<file path="src/gpc_pkg.sv">
/*
  Package for the general-purpose pin port: register map, command codes,
  field positions and reset values.
  Assumes a single 50 MHz system clock and a plain strobe register port.
*/
package gpc_pkg;
  // ----------------------------------------------------------------------
  // Geometry
  // ----------------------------------------------------------------------
  localparam int GPC_NPINS = 24;
  localparam int GPC_IDX_W = 5;
  localparam int GPC_AN_FIRST = 16;
  localparam int GPC_NAN = 8;
  localparam int GPC_ADDR_W = 8;
  localparam int GPC_DATA_W = 32;
  localparam int GPC_LOCAL_PORT = 0;

  // ----------------------------------------------------------------------
  // Register offsets (byte addresses, one word each)
  // ----------------------------------------------------------------------
  localparam logic [7:0] GPC_SAMPLE_OFS = 8'h00;
  localparam logic [7:0] GPC_WAY_OFS = 8'h04;
  localparam logic [7:0] GPC_RECV_OFS = 8'h08;
  localparam logic [7:0] GPC_DRV_OFS = 8'h0c;
  localparam logic [7:0] GPC_BIDIR_OFS = 8'h10;
  localparam logic [7:0] GPC_ZERO_OFS = 8'h14;
  localparam logic [7:0] GPC_ONE_OFS = 8'h18;
  localparam logic [7:0] GPC_VALUE_OFS = 8'h1c;
  localparam logic [7:0] GPC_DIRALL_OFS = 8'h20;
  localparam logic [7:0] GPC_OUTALL_OFS = 8'h24;
  localparam logic [7:0] GPC_ANALOG_OFS = 8'h28;
  localparam logic [7:0] GPC_LEVALL_OFS = 8'h2c;

  // ----------------------------------------------------------------------
  // Write-data fields for per-pin commands
  // ----------------------------------------------------------------------
  localparam int GPC_PIN_LSB = 0;
  localparam int GPC_PORT_LSB = 8;
  localparam int GPC_PORT_W = 3;
  localparam int GPC_ARG_LSB = 16;

  // ----------------------------------------------------------------------
  // Reset values and read answers
  // ----------------------------------------------------------------------
  localparam logic [23:0] GPC_WAY_RST = 24'h000000;
  localparam logic [23:0] GPC_OUT_RST = 24'h000000;
  localparam logic [7:0] GPC_ANALOG_RST = 8'hff;
  localparam logic [31:0] GPC_TRUE_WORD = 32'hffffffff;
  localparam logic [31:0] GPC_FALSE_WORD = 32'h00000000;

  typedef enum logic [3:0] {
    GPC_CMD_NONE = 4'h0,
    GPC_CMD_RECV = 4'h1,
    GPC_CMD_DRIVE = 4'h2,
    GPC_CMD_BIDIR = 4'h3,
    GPC_CMD_ZERO = 4'h4,
    GPC_CMD_ONE = 4'h5,
    GPC_CMD_VALUE = 4'h6,
    GPC_CMD_WAY = 4'h7
  } gpc_cmd_type;
endpackage

</file>
<file path="src/gpc_sync.sv">
/*
  Two-flop synchroniser for the pad input levels.
  Assumes the pads are asynchronous to sys_clk_i.
*/
`timescale 1ns/100ps
module gpc_sync
  import gpc_pkg::*;
(
  input wire logic sys_clk_i,
  input wire logic nrst_i,
  input wire logic [GPC_NPINS-1:0] async_i,
  output logic [GPC_NPINS-1:0] sync_o
);
  logic [GPC_NPINS-1:0] meta;

  always_ff @(posedge sys_clk_i or negedge nrst_i) begin
    if (!nrst_i) begin
      meta <= '0;
      sync_o <= '0;
    end else begin
      meta <= async_i;
      sync_o <= meta;
    end
  end
endmodule // gpc_sync

</file>
<file path="src/gpc_pin_cell.sv">
/*
  One pin's direction, output value and analog-mode state.
  Assumes the command decode is done by the port; set_way_i and set_out_i can both arrive high.
*/
`timescale 1ns/100ps
module gpc_pin_cell #(
  parameter bit ANALOG_SHARED = 1'b0
) (
  input wire logic sys_clk_i,
  input wire logic nrst_i,
  input wire logic set_way_i,
  input wire logic way_val_i,
  input wire logic set_out_i,
  input wire logic out_val_i,
  output logic way_o,
  output logic out_o,
  output logic analog_o
);
  always_ff @(posedge sys_clk_i or negedge nrst_i) begin
    if (!nrst_i) begin
      way_o <= 1'b0;
      out_o <= 1'b0;
      analog_o <= ANALOG_SHARED;
    end else begin
      if (set_way_i) begin
        way_o <= way_val_i;
        analog_o <= 1'b0;
      end
      if (set_out_i) begin
        out_o <= out_val_i;
      end
    end
  end
endmodule // gpc_pin_cell

</file>
<file path="src/gpc_port.sv">
/*
  General-purpose pin port: 24 pins, each with a direction bit and a
  stored output value, reached over a strobe register port.
  Assumes a single clock, synchronous strobes from the bus master, and
  pads that resolve the pin from pin_o and pin_oe_o outside.
*/
// The plain strobed port and the address map were chosen for this implementation.
// Summary of operation
// - Level read returns all ones for a high pin, zero for low.
// - Level read never changes the pin's direction.
// - Twenty-four pins from zero; pins 16 to 23 share analog pads.
// - Analog-shared pins start analog; any direction set makes them digital.
// - Once digital, an analog-shared pin stays digital until reset.
// - After reset every pin is an input with its driver off.
// - Receive command clears the selected pin's direction to input.
// - A pin made input has its driver released to high impedance.
// - Drive command makes the pin an output showing its stored value.
// - Bidirectional read returns the pin's level and makes it input at the same edge.
// - Bidirectional write makes the pin output; zero low, nonzero high.
// - Drive-zero loads a low output value and makes the pin output.
// - Value write changes the stored value only, not the direction.
// - Pin index selects bit n of port zero; writes to other ports are ignored.
// - Direction bit one means output, zero means input; it is readable.
// - Drive-one loads a high output value and makes the pin output.
`timescale 1ns/100ps
module gpc_port
  import gpc_pkg::*;
(
  input wire logic sys_clk_i,
  input wire logic nrst_i,
  input wire logic [GPC_ADDR_W-1:0] addr_i,
  input wire logic [GPC_DATA_W-1:0] wdata_i,
  input wire logic wr_i,
  input wire logic rd_i,
  output logic [GPC_DATA_W-1:0] rdata_o,
  input wire logic [GPC_NPINS-1:0] pin_i,
  output logic [GPC_NPINS-1:0] pin_o,
  output logic [GPC_NPINS-1:0] pin_oe_o,
  output logic [GPC_NAN-1:0] analog_mode_o
);
  // ----------------------------------------------------------------------
  // Helpers
  // ----------------------------------------------------------------------
  function automatic logic [31:0] gpc_bool_word(input logic b);
    gpc_bool_word = b ? GPC_TRUE_WORD : GPC_FALSE_WORD;
  endfunction

  // Decodes a register offset into the per-pin command it carries
  function automatic gpc_cmd_type gpc_decode(input logic [7:0] a);
    case (a)
      GPC_RECV_OFS: gpc_decode = GPC_CMD_RECV;
      GPC_DRV_OFS: gpc_decode = GPC_CMD_DRIVE;
      GPC_BIDIR_OFS: gpc_decode = GPC_CMD_BIDIR;
      GPC_ZERO_OFS: gpc_decode = GPC_CMD_ZERO;
      GPC_ONE_OFS: gpc_decode = GPC_CMD_ONE;
      GPC_VALUE_OFS: gpc_decode = GPC_CMD_VALUE;
      GPC_WAY_OFS: gpc_decode = GPC_CMD_WAY;
      default: gpc_decode = GPC_CMD_NONE;
    endcase
  endfunction

  // ----------------------------------------------------------------------
  // Pad input synchroniser
  // ----------------------------------------------------------------------
  logic [GPC_NPINS-1:0] level;

  gpc_sync u_sync (
    .sys_clk_i(sys_clk_i),
    .nrst_i(nrst_i),
    .async_i(pin_i),
    .sync_o(level)
  );

  // ----------------------------------------------------------------------
  // Command decode
  // ----------------------------------------------------------------------
  wire [GPC_IDX_W-1:0] sel_pin = wdata_i[GPC_PIN_LSB +: GPC_IDX_W];
  wire [GPC_PORT_W-1:0] sel_port = wdata_i[GPC_PORT_LSB +: GPC_PORT_W];
  wire arg_bit = wdata_i[GPC_ARG_LSB];
  // Writes carry pin, port and argument in wdata; reads carry the pin
  // index in the low field of the last write to the sample register, so the
  // read index comes from a latched selector below.
  wire pin_ok = (sel_pin < GPC_IDX_W'(GPC_NPINS));
  wire port_ok = (sel_port == GPC_PORT_W'(GPC_LOCAL_PORT));
  wire gpc_cmd_type wr_cmd = gpc_decode(addr_i);
  wire gpc_cmd_type rd_cmd = gpc_decode(addr_i);
  wire wr_hit = wr_i && pin_ok && port_ok;
  wire wr_all_dir = wr_i && (addr_i == GPC_DIRALL_OFS);
  wire wr_all_out = wr_i && (addr_i == GPC_OUTALL_OFS);

  // Read index: software writes the index to the sample register first;
  // a read then addresses that pin. Keeps reads single-cycle.
  logic [GPC_IDX_W-1:0] rd_pin;
  wire idx_wr = wr_i && (addr_i == GPC_SAMPLE_OFS) && pin_ok && port_ok;
  wire rd_bidir = rd_i && (rd_cmd == GPC_CMD_BIDIR);

  // ----------------------------------------------------------------------
  // Per-pin cells
  // ----------------------------------------------------------------------
  logic [GPC_NPINS-1:0] way;
  logic [GPC_NPINS-1:0] outv;
  logic [GPC_NPINS-1:0] analog;
  logic [GPC_NPINS-1:0] set_way;
  logic [GPC_NPINS-1:0] way_val;
  logic [GPC_NPINS-1:0] set_out;
  logic [GPC_NPINS-1:0] out_val;

  genvar g;
  generate
    for (g = 0; g < GPC_NPINS; g++) begin : g_pin
      wire hit = wr_hit && (sel_pin == GPC_IDX_W'(g));
      wire rd_here = rd_bidir && (rd_pin == GPC_IDX_W'(g));
      wire w_recv = hit && (wr_cmd == GPC_CMD_RECV);
      wire w_drv = hit && (wr_cmd == GPC_CMD_DRIVE);
      wire w_bidir = hit && (wr_cmd == GPC_CMD_BIDIR);
      wire w_zero = hit && (wr_cmd == GPC_CMD_ZERO);
      wire w_one = hit && (wr_cmd == GPC_CMD_ONE);
      wire w_val = hit && (wr_cmd == GPC_CMD_VALUE);
      wire w_way = hit && (wr_cmd == GPC_CMD_WAY);
      wire w_arg = (wdata_i[GPC_ARG_LSB +: 16] != 16'h0000);
      assign set_way[g] = w_recv || w_drv || w_bidir || w_zero || w_one ||
                          w_way || rd_here || wr_all_dir;
      assign way_val[g] = wr_all_dir ? wdata_i[g] :
                          (w_drv || w_bidir || w_zero || w_one ||
                           (w_way && arg_bit));
      assign set_out[g] = w_bidir || w_zero || w_one || w_val || wr_all_out;
      assign out_val[g] = wr_all_out ? wdata_i[g] :
                          (w_one || ((w_bidir || w_val) && w_arg));

      gpc_pin_cell #(
        .ANALOG_SHARED(g >= GPC_AN_FIRST)
      ) u_cell (
        .sys_clk_i(sys_clk_i),
        .nrst_i(nrst_i),
        .set_way_i(set_way[g]),
        .way_val_i(way_val[g]),
        .set_out_i(set_out[g]),
        .out_val_i(out_val[g]),
        .way_o(way[g]),
        .out_o(outv[g]),
        .analog_o(analog[g])
      );
    end
  endgenerate

  // ----------------------------------------------------------------------
  // Read mux
  // ----------------------------------------------------------------------
  wire sel_level = level[rd_pin];
  logic [GPC_DATA_W-1:0] next_rdata;

  always_comb begin
    next_rdata = '0;
    if (rd_i) begin
      case (addr_i)
        GPC_SAMPLE_OFS: next_rdata = gpc_bool_word(sel_level);
        GPC_BIDIR_OFS: next_rdata = gpc_bool_word(sel_level);
        GPC_WAY_OFS: next_rdata = {31'h0, way[rd_pin]};
        GPC_VALUE_OFS: next_rdata = gpc_bool_word(outv[rd_pin]);
        GPC_DIRALL_OFS: next_rdata = {8'h00, way};
        GPC_OUTALL_OFS: next_rdata = {8'h00, outv};
        GPC_ANALOG_OFS: next_rdata = {24'h0, analog[GPC_NPINS-1:GPC_AN_FIRST]};
        GPC_LEVALL_OFS: next_rdata = {8'h00, level};
        default: next_rdata = '0;
      endcase
    end
  end

  // ----------------------------------------------------------------------
  // Registered outputs
  // ----------------------------------------------------------------------
  logic [GPC_NPINS-1:0] digital_way;
  assign digital_way = way & ~analog;

  always_ff @(posedge sys_clk_i or negedge nrst_i) begin
    if (!nrst_i) begin
      rd_pin <= '0;
      rdata_o <= '0;
      pin_o <= GPC_OUT_RST;
      pin_oe_o <= GPC_WAY_RST;
      analog_mode_o <= GPC_ANALOG_RST;
    end else begin
      if (idx_wr) begin
        rd_pin <= sel_pin;
      end
      rdata_o <= next_rdata;
      pin_o <= outv;
      pin_oe_o <= digital_way;
      analog_mode_o <= analog[GPC_NPINS-1:GPC_AN_FIRST];
    end
  end
endmodule // gpc_port

</file>
<file path="config.mk">
export PLATFORM = sky130hd
export DESIGN_NAME = gpc_port
export DESIGN_NICKNAME = d
export VERILOG_FILES = /design/src/gpc_pkg.sv /design/src/gpc_sync.sv /design/src/gpc_pin_cell.sv /design/src/gpc_port.sv
export SDC_FILE = /design/constraint.sdc
export NUM_CORES = 1
export LEC_CHECK = 0
export ABC_AREA = 1
export BUFFER_PORTS_ARGS = -buffer_cell sky130_fd_sc_hd__buf_2
export CELL_PAD_IN_SITES_DETAIL_PLACEMENT = 1
export CELL_PAD_IN_SITES_GLOBAL_PLACEMENT = 2
export CORE_UTILIZATION = 33
export CTS_BUF_LIST = sky130_fd_sc_hd__clkbuf_8 sky130_fd_sc_hd__clkbuf_16
export DETAILED_ROUTE_END_ITERATION = 16
export HOLD_SLACK_MARGIN = 0.03
export PLACE_DENSITY_LB_ADDON = 0.1
export SYNTH_ARGS = -nofsm -noshare
export SYNTH_HDL_FRONTEND = slang
export SYNTH_SLANG_ARGS = --single-unit
</file>
<file path="constraint.sdc">
create_clock -name sys_clk_i -period 1.91 [get_ports sys_clk_i]
set_input_delay 0 -clock sys_clk_i [delete_from_list [all_inputs] [get_ports sys_clk_i]]
set_output_delay 0 -clock sys_clk_i [all_outputs]
set_load 0.01 [all_outputs]
</file>
==> results.yml <==
setup_path:
  crit_path_cell_trace: "buf_6 -> nand2_4 -> clkinvlp_4 -> buf_12 -> nand2_2 -> nand2_1 -> nor2_1 -> nor2_1 -> nor2_1 -> nand2_1 -> nand2_2 -> nand2_4 -> nand2_8 -> nand2_2"
  crit_path_end_kind: "flip-flop"
  setup.worst_path.class: "flip-flop to flip-flop"
  regToRegStartpoint: "rd_pin[0]"
  path_delay_family: "simple AND/OR/NAND/NOR gates"
  start_kind: "flip-flop"
  worstReg2RegEnd: "rdata_o[12]"
  crit_arrival_ns: 2.30
  ff2ff_setup_slack_ns: -0.05
  crit_required_ns: 2.25
  crit_slowest_cell: "dfrtp_2"
  worst-path-buf-inv: 3
  cpPeakStageDelay_ns: 0.45
  critPathMaxFanout: 7
  ff2ff_path_depth: 14
floorplanning:
  coreArea_um2: 29000
  ios: 156
  dieArea_um2: 30500
  initial_utilization_pct: 33.9
  std_cell_rows: 62
  die_h_um: 175
  die_w_um: 175
clocking:
  h-tree-depth: 4
  cts.sinks: 190
  cts_tree: "yes"
  clk_latency_ns: 0.46
  ctsRootBufferMaster: "clkbuf_16"
  numCtsBuffers: 17
  clk_pin_slew_ns: 0.07
  clockBufferDepth: 2
timing:
  tns_ns: -0.791
  setup_viol: 25
  slew_headroom_pct: 35.5
  fmax_ghz: 0.511
  setup_ws_ns: -0.0482
  slew_violations: 0
  fin_worst_skew_ns: 0.0141
  tightest_slew_ns: 0.964
  rsz0062_at_grt: "yes"
  finalCritPeriodShare_pct: 103
  min_period_ns: 1.96
  hold_viol_final: 0
synthesis:
  netlist_instances: 1300
  ys_ff_latch: 190
  synth_top_area_share_pct: 44.2
  synth_cell_type_count: 38
  yosys.area.top_type: "dfrtp_1"
  synth.yosys.seq_area_share_pct: 48.5
  syn_area_um2: 9850
  yosys_warnings: 0
  syn_area_per_cell_um2: 7.57
  ys_top_cells_by_area: "dfrtp_1 (44%), nand2_1 (15%), nor2_1 (5.9%)"
  syn_nets: 1368
final_layout:
  layout.nets: 1648
  area_delta_synth_final_pct: 33.3
  final_cell_mix: "nand2_1 (373), dfrtp_1 (172), buf_2 (154), nor2_1 (146), buf_4 (104)"
  mostFrequentLayoutCell: "nand2_1"
  drive_gt1_share_pct: 25.5
pwr:
  vdd_drop_max_mv: 0.621
  p_leak_nw: 6.75
  power_density_nw_per_um2: 699
placed_design:
  dp_slack_ns: -0.0886
  gp_congestion: 0.898
  dp_hpwl_um: 34200
  port_buffers: 155
global_routing:
  grtUsageTotal_pct: 29.7
  grt_overflow: 0
  first_global_vias: 10600
  antenna_found_initial: 1
  grt_max_degree: 54
  grt_pass1_wl_um: 66100
routing:
  drt_iter0_drc: 647
  post_drt_wl_per_cell_um: 22.6
  ant_nets: 0
  via_per_inst: 5.17
  drt_drc_violations_left: 0
  first_pass_iters: 6
  vias: 10200
  wl_um: 44600
run_status:
  violations: "setup timing"
  status: "complete, but fails checks"
hold_path:
  min_path_type: "primary input to asynchronous set/reset pin"
job:
  cap_violations: 0
-- synth_stat cells, drive strengths merged --
cell type	n
o2111ai	8
and2	2
and3	1
nand3b	9
clkinv	2
nand3	97
dfstp	16
a22oi	1
o21bai	2
a22o	1
o211ai	10
buf	45
o221ai	3
nand2	398
clkbuf	17
o22ai	4
a21oi	59
o21ai	97
nor3	14
dfrtp	174
a211oi	3
nand4	55
nor2	173
inv	109
-- cells by family (layout without fill, tap and decap cells) --
group / after synthesis / after routing / share of synthesized area (%)
simple gates: 749 / 750 / 33.2
flops: 190 / 190 / 48.5
compound gates: 188 / 188 / 10.5
buf+inv: 173 / 465 / 7.85
other cells: 0 / 1 / 0
-- timing repair --
action	in CTS	in global routing
gates cloned	0	2
buffers inserted	0	2
endpoints found under the hold margin	251	0
pin swaps	0	21
hold buffers	48	0
endpoints found under the setup margin	15	40
resized for setup	1	60
-- power breakdown --
part | internal [mW] | leakage [nW] | total [mW] | switching, mW
registers | 4.26 | 2.40 | 4.43 | 0.170
clock network | 2.06 | 0.309 | 3.83 | 1.77
logic | 0.357 | 4.04 | 0.920 | 0.563
total | 6.67 | 6.75 | 9.18 | 2.51
-- worst max-delay path by stage --
stage	start	end	slack, ns	cells after the start
global placement	rd_pin[0]	rdata_o[6]	-0.04	13
finish	rd_pin[0]	rdata_o[12]	-0.05	14
global route	rd_pin[0]	rdata_o[13]	-0.15	15
detailed placement	rd_pin[0]	rdata_o[3]	-0.09	13
floorplan	rd_pin[0]	rdata_o[11]	0.26	14
CTS	rd_pin[0]	rdata_o[9]	-0.003	14
-- state kept, by name, indices dropped and copies added (netlist names) --
name	count
g_pin.u_cell.analog_o	8
g_pin.u_cell.out_o	24
g_pin.u_cell.way_o	24
pin_oe_o	24
pin_o	24
rd_pin	5
u_sync.meta	24
rdata_o	25
u_sync.sync_o	24
analog_mode_o	8
-- per-stage QoR --
stage	power [mW]	std cells	cell area (um2)	hold WS, ns	utilization, %
finish	9.18	1978	13100	0.0796	45.2
global route	9.48	1977	13100	0.0880	45.2
CTS	9.26	1973	12900	0.0514	44.3
detailed placement	5.33	1893	11800	0.0109	40.5
global placement	5.32	1893	11800	0.0154	40.5
floorplan	4.73	1300	9850	-0.296	-
-- final cells by class --
class                      instances  area (um2)
fill                            3597       15900
sequential                       190        4780
multi-input combinational        938        4510
timing repair buffer             322        2310
tap                              384         480
clock buffer                      19         453
inverter                         111         427
clock inverter                    13         166
antenna                            1        2.50
-- routing by layer --
metal / part of all wire, % / wire (um) / vias to the layer above / global-route usage, %
met5: 0 / 0 / - / 0
met4: 4.0 / 1790 / 0 / 13.0
met3: 3.7 / 1660 / 64 / 3.81
met2: 46 / 20500 / 266 / 47.3
met1: 46 / 20700 / 5087 / 40.4
li1: - / - / 4807 / -
Note: power is estimated with default switching activity, not from simulation.
